File: src/core/sksp_defs.svh
// Register offsets, reset values and field positions for the segment key scan port registers
`ifndef SKSP_DEFS_SVH
`define SKSP_DEFS_SVH
// ==========================================
// Register addresses (CPU memory bus, byte)
`define SKSP_ADDR_GROUP_A 16'hFF0E
`define SKSP_ADDR_GROUP_B 16'hFF0F
`define SKSP_ADDR_P4_DIR 16'hFF24
`define SKSP_ADDR_P1_PU 16'hFF31
`define SKSP_ADDR_P4_PU 16'hFF34
// ==========================================
// Reset values
`define SKSP_RST_GROUP 8'h00
`define SKSP_RST_P4_DIR 8'hFF
`define SKSP_RST_PU 8'h00
// ==========================================
// Field positions
`define SKSP_FIRST_LSB 0
`define SKSP_LATTER_LSB 4
`define SKSP_KEY_SCAN_EN_BIT 0
`endif

File: src/core/sksp_pkg.sv
// Types shared by the segment key scan port register block
package sksp_pkg;
	typedef logic [7:0] sksp_byte_t;
	typedef enum logic [2:0] {
		SKSP_SEL_NONE,
		SKSP_SEL_GROUP_A,
		SKSP_SEL_GROUP_B,
		SKSP_SEL_P4_DIR,
		SKSP_SEL_P1_PU,
		SKSP_SEL_P4_PU
	} sksp_sel_e;
endpackage

File: src/core/sksp_scan_mux.sv
// Per-output half-period level selection for the key scan outputs
`timescale 1ns/10ps
module sksp_scan_mux
	import sksp_pkg::*;
#(
	parameter int NOUT = 8
) (
	input wire logic [NOUT-1:0] first_i, // First-half levels
	input wire logic [NOUT-1:0] latter_i, // Latter-half levels
	input wire logic latter_half_i, // High in latter half of the period
	output logic [NOUT-1:0] level_o // Selected level per output
);
	// ==========================================
	// Selection
	genvar g;
	generate
		for (g = 0; g < NOUT; g++) begin : g_sel
			// Both bits of a pair steer one output
			assign level_o[g] = latter_half_i ? latter_i[g] : first_i[g];
		end
	endgenerate
endmodule

File: src/core/sksp_regs.sv
// Segment key scan port registers: direction, pull-up options and scan output levels
// Function
// - Direction bit 0 output, 1 input
// - Direction at FF24H, reset FFH, unimplemented read 1
// - Port-1 pull-up option resets to 00H
// - Scan pin option 0: pull-up during scan period
// - Non-scan pin: 0 no pull-up, 1 pull-up
// - Port-4 pull-up same meaning, resets 00H
// - Group A bits 0-3 first half, outputs 0-3
// - Group A bits 4-7 latter half, 0 low
// - Group A at FF0EH, reset 00H
// - Group B bits 0-3 first half, outputs 4-7
// - Group B bits 4-7 latter half levels
// - Group B at FF0FH, reset 00H
// - Bit and byte writes; bit write touches one
// - Scan pin driven by its first/latter pair
// - Key scan enabled by LCD mode bit 0
`timescale 1ns/10ps
`include "sksp_defs.svh"
module sksp_regs
	import sksp_pkg::*;
#(
	parameter logic [7:0] P4_IMPL_MASK = 8'hFF, // Implemented port-4 direction bits
	parameter logic [7:0] P1_IMPL_MASK = 8'h0E // Implemented port-1 pull-up bits
) (
	input wire logic ref_clk_i, // System clock
	input wire logic rst_n_i, // Async reset, active low
	input wire logic [15:0] addr_i, // CPU address
	input wire logic wr_i, // Byte write strobe
	input wire logic bit_wr_i, // Single-bit write strobe
	input wire logic [2:0] bit_sel_i, // Bit number for bit write
	input wire logic bit_val_i, // Bit value for bit write
	input wire logic [7:0] wdata_i, // Byte write data
	input wire logic rd_i, // Read strobe
	input wire logic [7:0] lcd_mode_reg_i, // LCD mode register value
	input wire logic scan_period_i, // Scan output period active
	input wire logic latter_half_i, // Latter half of scan period
	input wire logic [7:0] p1_scan_in_i, // Port-1 pins used as key scan inputs
	input wire logic [7:0] p4_scan_in_i, // Port-4 pins used as key scan inputs
	output logic [7:0] rdata_o, // Read data
	output logic rvalid_o, // Read data valid
	output logic [7:0] p4_oe_o, // Port-4 output buffer enable
	output logic [7:0] p1_pullup_o, // Port-1 pull-up connect
	output logic [7:0] p4_pullup_o, // Port-4 pull-up connect
	output logic [7:0] scan_out_o, // Key scan output levels
	output logic key_scan_enable_o, // Key scan mode active
	output logic [7:0] group_a_o, // Group A for ordinary port use
	output logic [7:0] group_b_o // Group B for ordinary port use
);
	// ==========================================
	// State
	typedef struct packed {
		logic [7:0] group_a;
		logic [7:0] group_b;
		logic [7:0] p4_dir;
		logic [7:0] p1_pu;
		logic [7:0] p4_pu;
		logic [7:0] rdata;
		logic rvalid;
		logic [7:0] p4_oe;
		logic [7:0] p1_pull;
		logic [7:0] p4_pull;
		logic [7:0] scan;
		logic ks_en;
	} sksp_state_s;

	sksp_state_s st_r;
	sksp_state_s st_nxt;
	logic [7:0] level_w;
	logic key_scan_enable;

	// Address decode, shared by read and write paths
	function automatic sksp_sel_e sksp_decode(input logic [15:0] a);
		unique case (a)
			`SKSP_ADDR_GROUP_A: sksp_decode = SKSP_SEL_GROUP_A;
			`SKSP_ADDR_GROUP_B: sksp_decode = SKSP_SEL_GROUP_B;
			`SKSP_ADDR_P4_DIR: sksp_decode = SKSP_SEL_P4_DIR;
			`SKSP_ADDR_P1_PU: sksp_decode = SKSP_SEL_P1_PU;
			`SKSP_ADDR_P4_PU: sksp_decode = SKSP_SEL_P4_PU;
			default: sksp_decode = SKSP_SEL_NONE;
		endcase
	endfunction

	// Merge one write into a byte: a bit write touches only its bit
	function automatic logic [7:0] sksp_merge(input logic [7:0] old, input logic byte_w, input logic bit_w,
		input logic [2:0] bsel, input logic bval, input logic [7:0] wd);
		logic [7:0] v;
		v = old;
		if (byte_w) begin
			v = wd;
		end else if (bit_w) begin
			v[bsel] = bval;
		end
		sksp_merge = v;
	endfunction

	// Pull-up decision: scan pins pull up only during the period
	function automatic logic [7:0] sksp_pull(input logic [7:0] pu, input logic [7:0] scan_pin, input logic en,
		input logic period);
		logic [7:0] v;
		v = 8'h00;
		for (int i = 0; i < 8; i++) begin
			if (en && scan_pin[i]) begin
				v[i] = ~pu[i] & period;
			end else begin
				v[i] = pu[i];
			end
		end
		sksp_pull = v;
	endfunction

	assign key_scan_enable = lcd_mode_reg_i[`SKSP_KEY_SCAN_EN_BIT];

	// Each scan output takes its first-half or latter-half bit
	sksp_scan_mux #(
		.NOUT(8)
	) u_mux (
		.first_i({st_r.group_b[3:0], st_r.group_a[3:0]}),
		.latter_i({st_r.group_b[7:4], st_r.group_a[7:4]}),
		.latter_half_i(latter_half_i),
		.level_o(level_w)
	);

	// ==========================================
	// Next-state logic
	always_comb begin
		sksp_sel_e sel;
		logic do_w;
		sel = sksp_decode(addr_i);
		do_w = wr_i | bit_wr_i;
		st_nxt = st_r;
		if (do_w) begin
			unique case (sel)
				SKSP_SEL_GROUP_A: st_nxt.group_a = sksp_merge(st_r.group_a, wr_i, bit_wr_i, bit_sel_i, bit_val_i,
					wdata_i);
				SKSP_SEL_GROUP_B: st_nxt.group_b = sksp_merge(st_r.group_b, wr_i, bit_wr_i, bit_sel_i, bit_val_i,
					wdata_i);
				// Unimplemented direction bits stay 1
				SKSP_SEL_P4_DIR: st_nxt.p4_dir = sksp_merge(st_r.p4_dir, wr_i, bit_wr_i, bit_sel_i, bit_val_i,
					wdata_i) | ~P4_IMPL_MASK;
				SKSP_SEL_P1_PU: st_nxt.p1_pu = sksp_merge(st_r.p1_pu, wr_i, bit_wr_i, bit_sel_i, bit_val_i,
					wdata_i) & P1_IMPL_MASK;
				SKSP_SEL_P4_PU: st_nxt.p4_pu = sksp_merge(st_r.p4_pu, wr_i, bit_wr_i, bit_sel_i, bit_val_i,
					wdata_i);
				SKSP_SEL_NONE: ;
			endcase
		end
		// Unmapped reads return zero
		st_nxt.rvalid = rd_i;
		unique case (sel)
			SKSP_SEL_GROUP_A: st_nxt.rdata = st_r.group_a;
			SKSP_SEL_GROUP_B: st_nxt.rdata = st_r.group_b;
			SKSP_SEL_P4_DIR: st_nxt.rdata = st_r.p4_dir;
			SKSP_SEL_P1_PU: st_nxt.rdata = st_r.p1_pu;
			SKSP_SEL_P4_PU: st_nxt.rdata = st_r.p4_pu;
			SKSP_SEL_NONE: st_nxt.rdata = 8'h00;
		endcase
		if (!rd_i) begin
			st_nxt.rdata = 8'h00;
		end
		// Outputs follow registered state and inputs, one cycle behind
		st_nxt.p4_oe = ~st_r.p4_dir;
		st_nxt.ks_en = key_scan_enable;
		st_nxt.p1_pull = sksp_pull(st_r.p1_pu, p1_scan_in_i & P1_IMPL_MASK, key_scan_enable, scan_period_i);
		st_nxt.p4_pull = sksp_pull(st_r.p4_pu, p4_scan_in_i, key_scan_enable, scan_period_i);
		// Outputs parked low outside key scan mode
		st_nxt.scan = key_scan_enable ? level_w : 8'h00;
	end

	// ==========================================
	// State register
	always_ff @(posedge ref_clk_i or negedge rst_n_i) begin
		if (!rst_n_i) begin
			st_r <= '0;
			st_r.group_a <= `SKSP_RST_GROUP;
			st_r.group_b <= `SKSP_RST_GROUP;
			st_r.p4_dir <= `SKSP_RST_P4_DIR;
			st_r.p1_pu <= `SKSP_RST_PU;
			st_r.p4_pu <= `SKSP_RST_PU;
		end else begin
			st_r <= st_nxt;
		end
	end

	assign rdata_o = st_r.rdata;
	assign rvalid_o = st_r.rvalid;
	assign p4_oe_o = st_r.p4_oe;
	assign p1_pullup_o = st_r.p1_pull;
	assign p4_pullup_o = st_r.p4_pull;
	assign scan_out_o = st_r.scan;
	assign key_scan_enable_o = st_r.ks_en;
	assign group_a_o = st_r.group_a;
	assign group_b_o = st_r.group_b;

	// ==========================================
	// Checks on reset values
	// At the first edge after release the state still holds its reset image
	a_dir_reset_val: assert property (@(posedge ref_clk_i)
		$rose(rst_n_i) |-> st_r.p4_dir == `SKSP_RST_P4_DIR)
		else $error("direction reset value wrong");
	a_p1_pu_reset: assert property (@(posedge ref_clk_i)
		$rose(rst_n_i) |-> st_r.p1_pu == `SKSP_RST_PU)
		else $error("port-1 pull-up reset value wrong");
	a_p4_pu_reset: assert property (@(posedge ref_clk_i)
		$rose(rst_n_i) |-> st_r.p4_pu == `SKSP_RST_PU)
		else $error("port-4 pull-up reset value wrong");
	a_group_a_reset: assert property (@(posedge ref_clk_i)
		$rose(rst_n_i) |-> st_r.group_a == `SKSP_RST_GROUP)
		else $error("group A reset value wrong");
	a_group_b_reset: assert property (@(posedge ref_clk_i)
		$rose(rst_n_i) |-> st_r.group_b == `SKSP_RST_GROUP)
		else $error("group B reset value wrong");
	// Unimplemented bits never reach the stored value, whatever software writes
	a_dir_impl_ones: assert property (@(posedge ref_clk_i) disable iff (!rst_n_i)
		(st_r.p4_dir | P4_IMPL_MASK) == 8'hFF)
		else $error("unimplemented direction bit not one");
	a_p1_impl_zero: assert property (@(posedge ref_clk_i) disable iff (!rst_n_i)
		(st_r.p1_pu & ~P1_IMPL_MASK) == 8'h00)
		else $error("unimplemented port-1 pull-up bit set");
	// ==========================================
	// Checks on register writes
	a_group_a_write: assert property (@(posedge ref_clk_i) disable iff (!rst_n_i)
		wr_i && addr_i == `SKSP_ADDR_GROUP_A |=> st_r.group_a == $past(wdata_i))
		else $error("group A byte write lost");
	a_group_b_write: assert property (@(posedge ref_clk_i) disable iff (!rst_n_i)
		wr_i && addr_i == `SKSP_ADDR_GROUP_B |=> st_r.group_b == $past(wdata_i))
		else $error("group B byte write lost");
	a_dir_write: assert property (@(posedge ref_clk_i) disable iff (!rst_n_i)
		wr_i && addr_i == `SKSP_ADDR_P4_DIR |=> st_r.p4_dir == ($past(wdata_i) | ~P4_IMPL_MASK))
		else $error("direction byte write lost");
	a_p1_pu_write: assert property (@(posedge ref_clk_i) disable iff (!rst_n_i)
		wr_i && addr_i == `SKSP_ADDR_P1_PU |=> st_r.p1_pu == ($past(wdata_i) & P1_IMPL_MASK))
		else $error("port-1 pull-up byte write lost");
	a_p4_pu_write: assert property (@(posedge ref_clk_i) disable iff (!rst_n_i)
		wr_i && addr_i == `SKSP_ADDR_P4_PU |=> st_r.p4_pu == $past(wdata_i))
		else $error("port-4 pull-up byte write lost");
	a_bit_write_one: assert property (@(posedge ref_clk_i) disable iff (!rst_n_i)
		bit_wr_i && !wr_i && addr_i == 16'hFF0E |=>
		(st_r.group_a ^ $past(st_r.group_a)) == ((st_r.group_a[$past(bit_sel_i)] ^ $past(st_r.group_a[bit_sel_i]))
		<< $past(bit_sel_i)))
		else $error("bit write changed another bit");
	a_dir_bit_write: assert property (@(posedge ref_clk_i) disable iff (!rst_n_i)
		bit_wr_i && !wr_i && addr_i == `SKSP_ADDR_P4_DIR |=>
		st_r.p4_dir[$past(bit_sel_i)] == ($past(bit_val_i) | !P4_IMPL_MASK[$past(bit_sel_i)]))
		else $error("direction bit write wrong");
	a_idle_hold: assert property (@(posedge ref_clk_i) disable iff (!rst_n_i)
		!wr_i && !bit_wr_i |=> $stable(st_r.group_a) && $stable(st_r.group_b) && $stable(st_r.p4_dir))
		else $error("register changed without a write");
	// ==========================================
	// Checks on reads
	a_read_pulse: assert property (@(posedge ref_clk_i) disable iff (!rst_n_i)
		1'b1 |=> rvalid_o == $past(rd_i))
		else $error("read valid not one cycle after strobe");
	a_read_dir: assert property (@(posedge ref_clk_i) disable iff (!rst_n_i)
		rd_i && addr_i == `SKSP_ADDR_P4_DIR |=> rdata_o == $past(st_r.p4_dir))
		else $error("direction read wrong");
	a_read_idle: assert property (@(posedge ref_clk_i) disable iff (!rst_n_i)
		!rd_i |=> rdata_o == 8'h00)
		else $error("read data not parked at zero");
	// ==========================================
	// Checks on drive and scan outputs; every output trails the state and inputs by one cycle
	a_dir_oe_inv: assert property (@(posedge ref_clk_i) disable iff (!rst_n_i)
		##1 p4_oe_o == ~$past(st_r.p4_dir))
		else $error("output enable not inverse of direction");
	a_ks_en_copy: assert property (@(posedge ref_clk_i) disable iff (!rst_n_i)
		1'b1 |=> key_scan_enable_o == $past(lcd_mode_reg_i[`SKSP_KEY_SCAN_EN_BIT]))
		else $error("key scan enable copy wrong");
	a_scan_off_low: assert property (@(posedge ref_clk_i) disable iff (!rst_n_i)
		!key_scan_enable |=> scan_out_o == 8'h00)
		else $error("scan outputs not low outside key scan");
	a_scan_first_a: assert property (@(posedge ref_clk_i) disable iff (!rst_n_i)
		key_scan_enable && !latter_half_i |=> scan_out_o[3:0] == $past(st_r.group_a[3:0]))
		else $error("group A first-half level wrong");
	a_scan_latter: assert property (@(posedge ref_clk_i) disable iff (!rst_n_i)
		key_scan_enable && latter_half_i |=> scan_out_o[3:0] == $past(st_r.group_a[7:4]))
		else $error("latter-half level wrong");
	a_scan_first: assert property (@(posedge ref_clk_i) disable iff (!rst_n_i)
		key_scan_enable && !latter_half_i |=> scan_out_o[7:4] == $past(st_r.group_b[3:0]))
		else $error("first-half level wrong");
	a_scan_latter_b: assert property (@(posedge ref_clk_i) disable iff (!rst_n_i)
		key_scan_enable && latter_half_i |=> scan_out_o[7:4] == $past(st_r.group_b[7:4]))
		else $error("group B latter-half level wrong");
	// ==========================================
	// Checks on pull-ups
	a_pull_on_scan: assert property (@(posedge ref_clk_i) disable iff (!rst_n_i)
		key_scan_enable && p4_scan_in_i[0] && scan_period_i && !st_r.p4_pu[0] |=> p4_pullup_o[0])
		else $error("scan pull-up missing in period");
	a_pull_period: assert property (@(posedge ref_clk_i) disable iff (!rst_n_i)
		key_scan_enable && p4_scan_in_i[0] && !scan_period_i |=> !p4_pullup_o[0])
		else $error("scan pull-up outside period");
	a_pull_bad_set: assert property (@(posedge ref_clk_i) disable iff (!rst_n_i)
		key_scan_enable && p4_scan_in_i[0] && st_r.p4_pu[0] |=> !p4_pullup_o[0])
		else $error("prohibited setting pulled up");
	a_pull_free: assert property (@(posedge ref_clk_i) disable iff (!rst_n_i)
		key_scan_enable && !p4_scan_in_i[0] |=> p4_pullup_o[0] == $past(st_r.p4_pu[0]))
		else $error("non-scan pull-up wrong");
	a_pull_plain: assert property (@(posedge ref_clk_i) disable iff (!rst_n_i)
		!key_scan_enable |=> p4_pullup_o == $past(st_r.p4_pu))
		else $error("plain pull-up wrong");
	a_p1_plain: assert property (@(posedge ref_clk_i) disable iff (!rst_n_i)
		!key_scan_enable |=> p1_pullup_o == $past(st_r.p1_pu))
		else $error("port-1 plain pull-up wrong");
	a_p1_period: assert property (@(posedge ref_clk_i) disable iff (!rst_n_i)
		key_scan_enable && p1_scan_in_i[1] && !scan_period_i |=> !p1_pullup_o[1])
		else $error("port-1 scan pull-up outside period");
endmodule

File: config.mk
export PLATFORM = sky130hd
export DESIGN_NAME = sksp_regs
export DESIGN_NICKNAME = d
export VERILOG_FILES = /design/src/core/sksp_pkg.sv /design/src/core/sksp_scan_mux.sv /design/src/core/sksp_regs.sv
export VERILOG_INCLUDE_DIRS = /design/src /design/src/core
export SDC_FILE = /design/constraint.sdc
export NUM_CORES = 1
export LEC_CHECK = 0
export BUFFER_PORTS_ARGS = -buffer_cell sky130_fd_sc_hd__buf_2
export CAP_MARGIN = 20
export CORE_MARGIN = 5
export CORE_UTILIZATION = 35
export CTS_BUF_LIST = sky130_fd_sc_hd__clkbuf_4 sky130_fd_sc_hd__clkbuf_8
export DETAILED_ROUTE_END_ITERATION = 10
export PLACE_DENSITY_LB_ADDON = 0.08
export SLEW_MARGIN = 20
export SYNTH_ARGS = -nofsm -noshare
export SYNTH_HDL_FRONTEND = slang
export SYNTH_SLANG_ARGS = --single-unit
File: constraint.sdc
create_clock -name ref_clk_i -period 2.9 [get_ports ref_clk_i]
set_input_delay 0.725 -clock ref_clk_i [delete_from_list [all_inputs] [get_ports ref_clk_i]]
set_output_delay 0.725 -clock ref_clk_i [all_outputs]
set_load 0.1 [all_outputs]
==> metrics.cfg <==
[power_and_ir_drop]
combPwrFrac_pct = 12.1
p_sw_mw = 0.565
ir_drop_mv = 0.171
pwr_density_cell_nw_per_um2 = 459
pwr-share-clk_pct = 39.0
p_leak_nw = 2.16
intPower_mw = 1.51
netSwitchingFraction_pct = 27.3
total_power_mw = 2.07
seqPwrFrac_pct = 48.9

[timing]
hold_ws_ns = 0.322
layout_setup_ws_ns = 0.367
timing.final.hold_violations = 0
grt_setup_unrepaired = false
fmax_mhz = 395
maxSlewHeadroom_pct = 56.7
period_share_pct = 87.4
fin_tns_setup_ns = 0
fin_skew_ns = 0.00815
worst_pin_slew_ns = 0.644
slew_violations = 0
setup_viol = 0
finalCriticalPeriod_ns = 2.53

[detailed_routing]
vias = 2953
via_per_inst = 4.91
firstDrtPassIters = 4
postRouteAntennaNets = 0
wire_per_inst_um = 17.4
first_iter_violations = 178
wl_um = 10500
route.detailed.drc = 0

[yosys]
synth_most_common_cell = dfrtp_1
syn-cell-area_um2 = 3900
synthArstFlopShare_pct = 100
yosysWarnings = 0
yosys-top-cells-area = dfrtp_1 41%, buf_4 11%, mux2_2 9.8%, dfstp_2 5.4%, nand2_1 4.2%
synth_top_area_share_pct = 41.0
netlist_top_cells_count = 64 x dfrtp_1, 56 x buf_4, 44 x nand2_1
synth_largest_area_cell = dfrtp_1
ys_types = 45
ys_seq_elements = 72
synthCells = 389
synth_edf_count = 0
synthFlopType = dfrtp_1
yosysSeqAreaShare_pct = 46.4
avgSynthCellArea_um2 = 10.0

[global_route]
antenna_found_initial = 1
grt_overflow = 0
grt_max_degree = 40
track_usage_pct = 16.3
grt_pass1_vias = 3026
grt_pass1_wl_um = 16400

[clock_network]
insertion_delay_ns = 0.34
cts_root_buf = clkbuf_8
post-cts-setup-buffer-count = 0
cts_buffers = 9
htree_levels = 3
cts_tree = done
cts.sinks = 72
ctsHoldBuffers = 0
cts_resized = 0
path_clk_slew_ns = 0.08
cts_buffer_depth = 2

[run_status]
status = finished, final reports clean

[cells_and_area]
nets = 517
areaGrowthSynthToFinish_pct = 15.5
seq_area_um2 = 1810
fillers = 1118
multi_input_area_um2 = 1600
n_antenna_cell = 0
drive_gt1_share_pct = 40.5

[floorplan]
fp-row-count = 38
io_pins = 117
dieHeight_um = 116
die_w_um = 116
core_area_um2 = 10900
start_util_pct = 35.9
die_area_um2 = 13400

[worst_setup_path]
slowest_delay_ns = 0.45
critPathRequiredTime_ns = 3.14
crit_path_start_kind = input pin
crit_top_cell = or3b_1
crit_path_cell_trace = buf_2 > buf_4 > or3b_1 > nor4b_1 > or3b_1 > nor3_1 > mux2_2
cp.arrival_ns = 2.77
cp_slowest_cell = or3b_1
worst-path-max-fanout = 4
end_kind = flop
worst-setup-path-type = input pin to flop

[placement]
gp_congestion = 0.834
dp_hpwl_um = 7750
pre_cts_slack_ns = -0.0346
port_buffers = 99

[hold_path]
hp-class = input pin to async pin

[job]
drv_cap = 0

==> layer usage <==
layer	vias to the layer above	part of all wire [%]	track usage, %
met2	75	45	24.5
met5	-	0	0
met4	0	2.4	7.04
li1	1433	-	-
met1	1427	47	22.8
met3	18	5.5	3.55
==> per-stage QoR <==
| step | std cells | utilization (%) | area (µm²) |
|---|---|---|---|
| after global routing | 602 | 41.4 | 4510 |
| final | 602 | 41.4 | 4510 |
| after global placement | 587 | 39.6 | 4320 |
| after floorplan | 393 | - | 3920 |
| after CTS | 602 | 41.4 | 4510 |
| after detailed placement | 587 | 39.6 | 4320 |
==> cell families after synthesis <==
family                    share of synthesized area, %
and+or+nand+nor                                   17.1
buffers and inverters                             13.0
DFF                                               46.4
AOI/OAI and AO/OA                                 9.87
muxes                                             13.3
xor gates and xnor gates                         0.224
other                                           0.0960
==> final timing paths <==
kind / start / to / slack (ns) / cells past startpoint
min reg2reg: st_r[62]$_DFFE_PN1P_ / p4_oe_o[4]$_DFF_PN0_ / 0.44 / 1
max: addr_i[1] / st_r[51]$_DFFE_PN0P_ / 0.37 / 7
min: rst_n_i / p4_oe_o[3]$_DFF_PN0_ / 0.32 / 1
max in group asynchronous: rst_n_i / st_r[60]$_DFFE_PN1P_ / 1.95 / 2
max reg2reg: group_b_o[2]$_DFFE_PN0P_ / rdata_o[2]$_DFF_PN0_ / 1.85 / 3
min in group ref_clk_i: st_r[62]$_DFFE_PN1P_ / p4_oe_o[4]$_DFF_PN0_ / 0.44 / 1
==> area by class of cell <==
cell class                 instances  area share, %
sequential                        72           40.2
multi-input combinational        242           35.5
timing repair buffer             123           15.3
tap                              140           3.88
clock buffer                      12           3.38
clock inverter                     3          0.943
inverter                          10          0.832
==> state kept, by name, indices dropped and copies added (netlist names) <==
register           cells
st_r                  19
key_scan_enable_o      1
group_a_o              8
rdata_o                8
p4_pullup_o            8
group_b_o              8
scan_out_o             8
p4_oe_o                8
p1_pullup_o            3
rvalid_o               1
==> power groups by stage <==
stage | clock network [mW] | registers [mW] | logic [mW]
finish | 0.808 | 1.01 | 0.251
global route | 0.876 | 1.01 | 0.273
CTS | 0.834 | 1.01 | 0.254
detailed placement | 0 | 1.03 | 0.254
global placement | 0 | 1.03 | 0.253
floorplan | 0 | 1.04 | 0.157
==> placed cells by master, fill, tap and decap left out, types with 3 or more instances in the layout <==
cell type,synthesis,layout
clkbuf_8,0,10
inv_1,10,10
conb_1,1,5
nor2b_1,11,11
o31ai_1,6,6
dfstp_2,8,8
nand2_1,44,44
a21oi_1,12,12
a221oi_1,5,5
mux2i_1,11,11
buf_4,56,24
buf_2,1,98
mux2_2,34,34
a31oi_1,5,5
nor2_1,26,26
nand2b_1,13,13
nand4_1,3,3
dfrtp_1,64,64
o21ai_0,19,19
nor3_1,18,18
==> critical path, delay by kind of cell <==
| kind | cells | cell delay (ns) |
|---|---|---|
| muxes | 1 | 0.36 |
| buffers and inverters | 2 | 0.23 |
| and+or+nand+nor | 4 | 1.45 |
No activity file was read; power rests on OpenSTA's default activity.
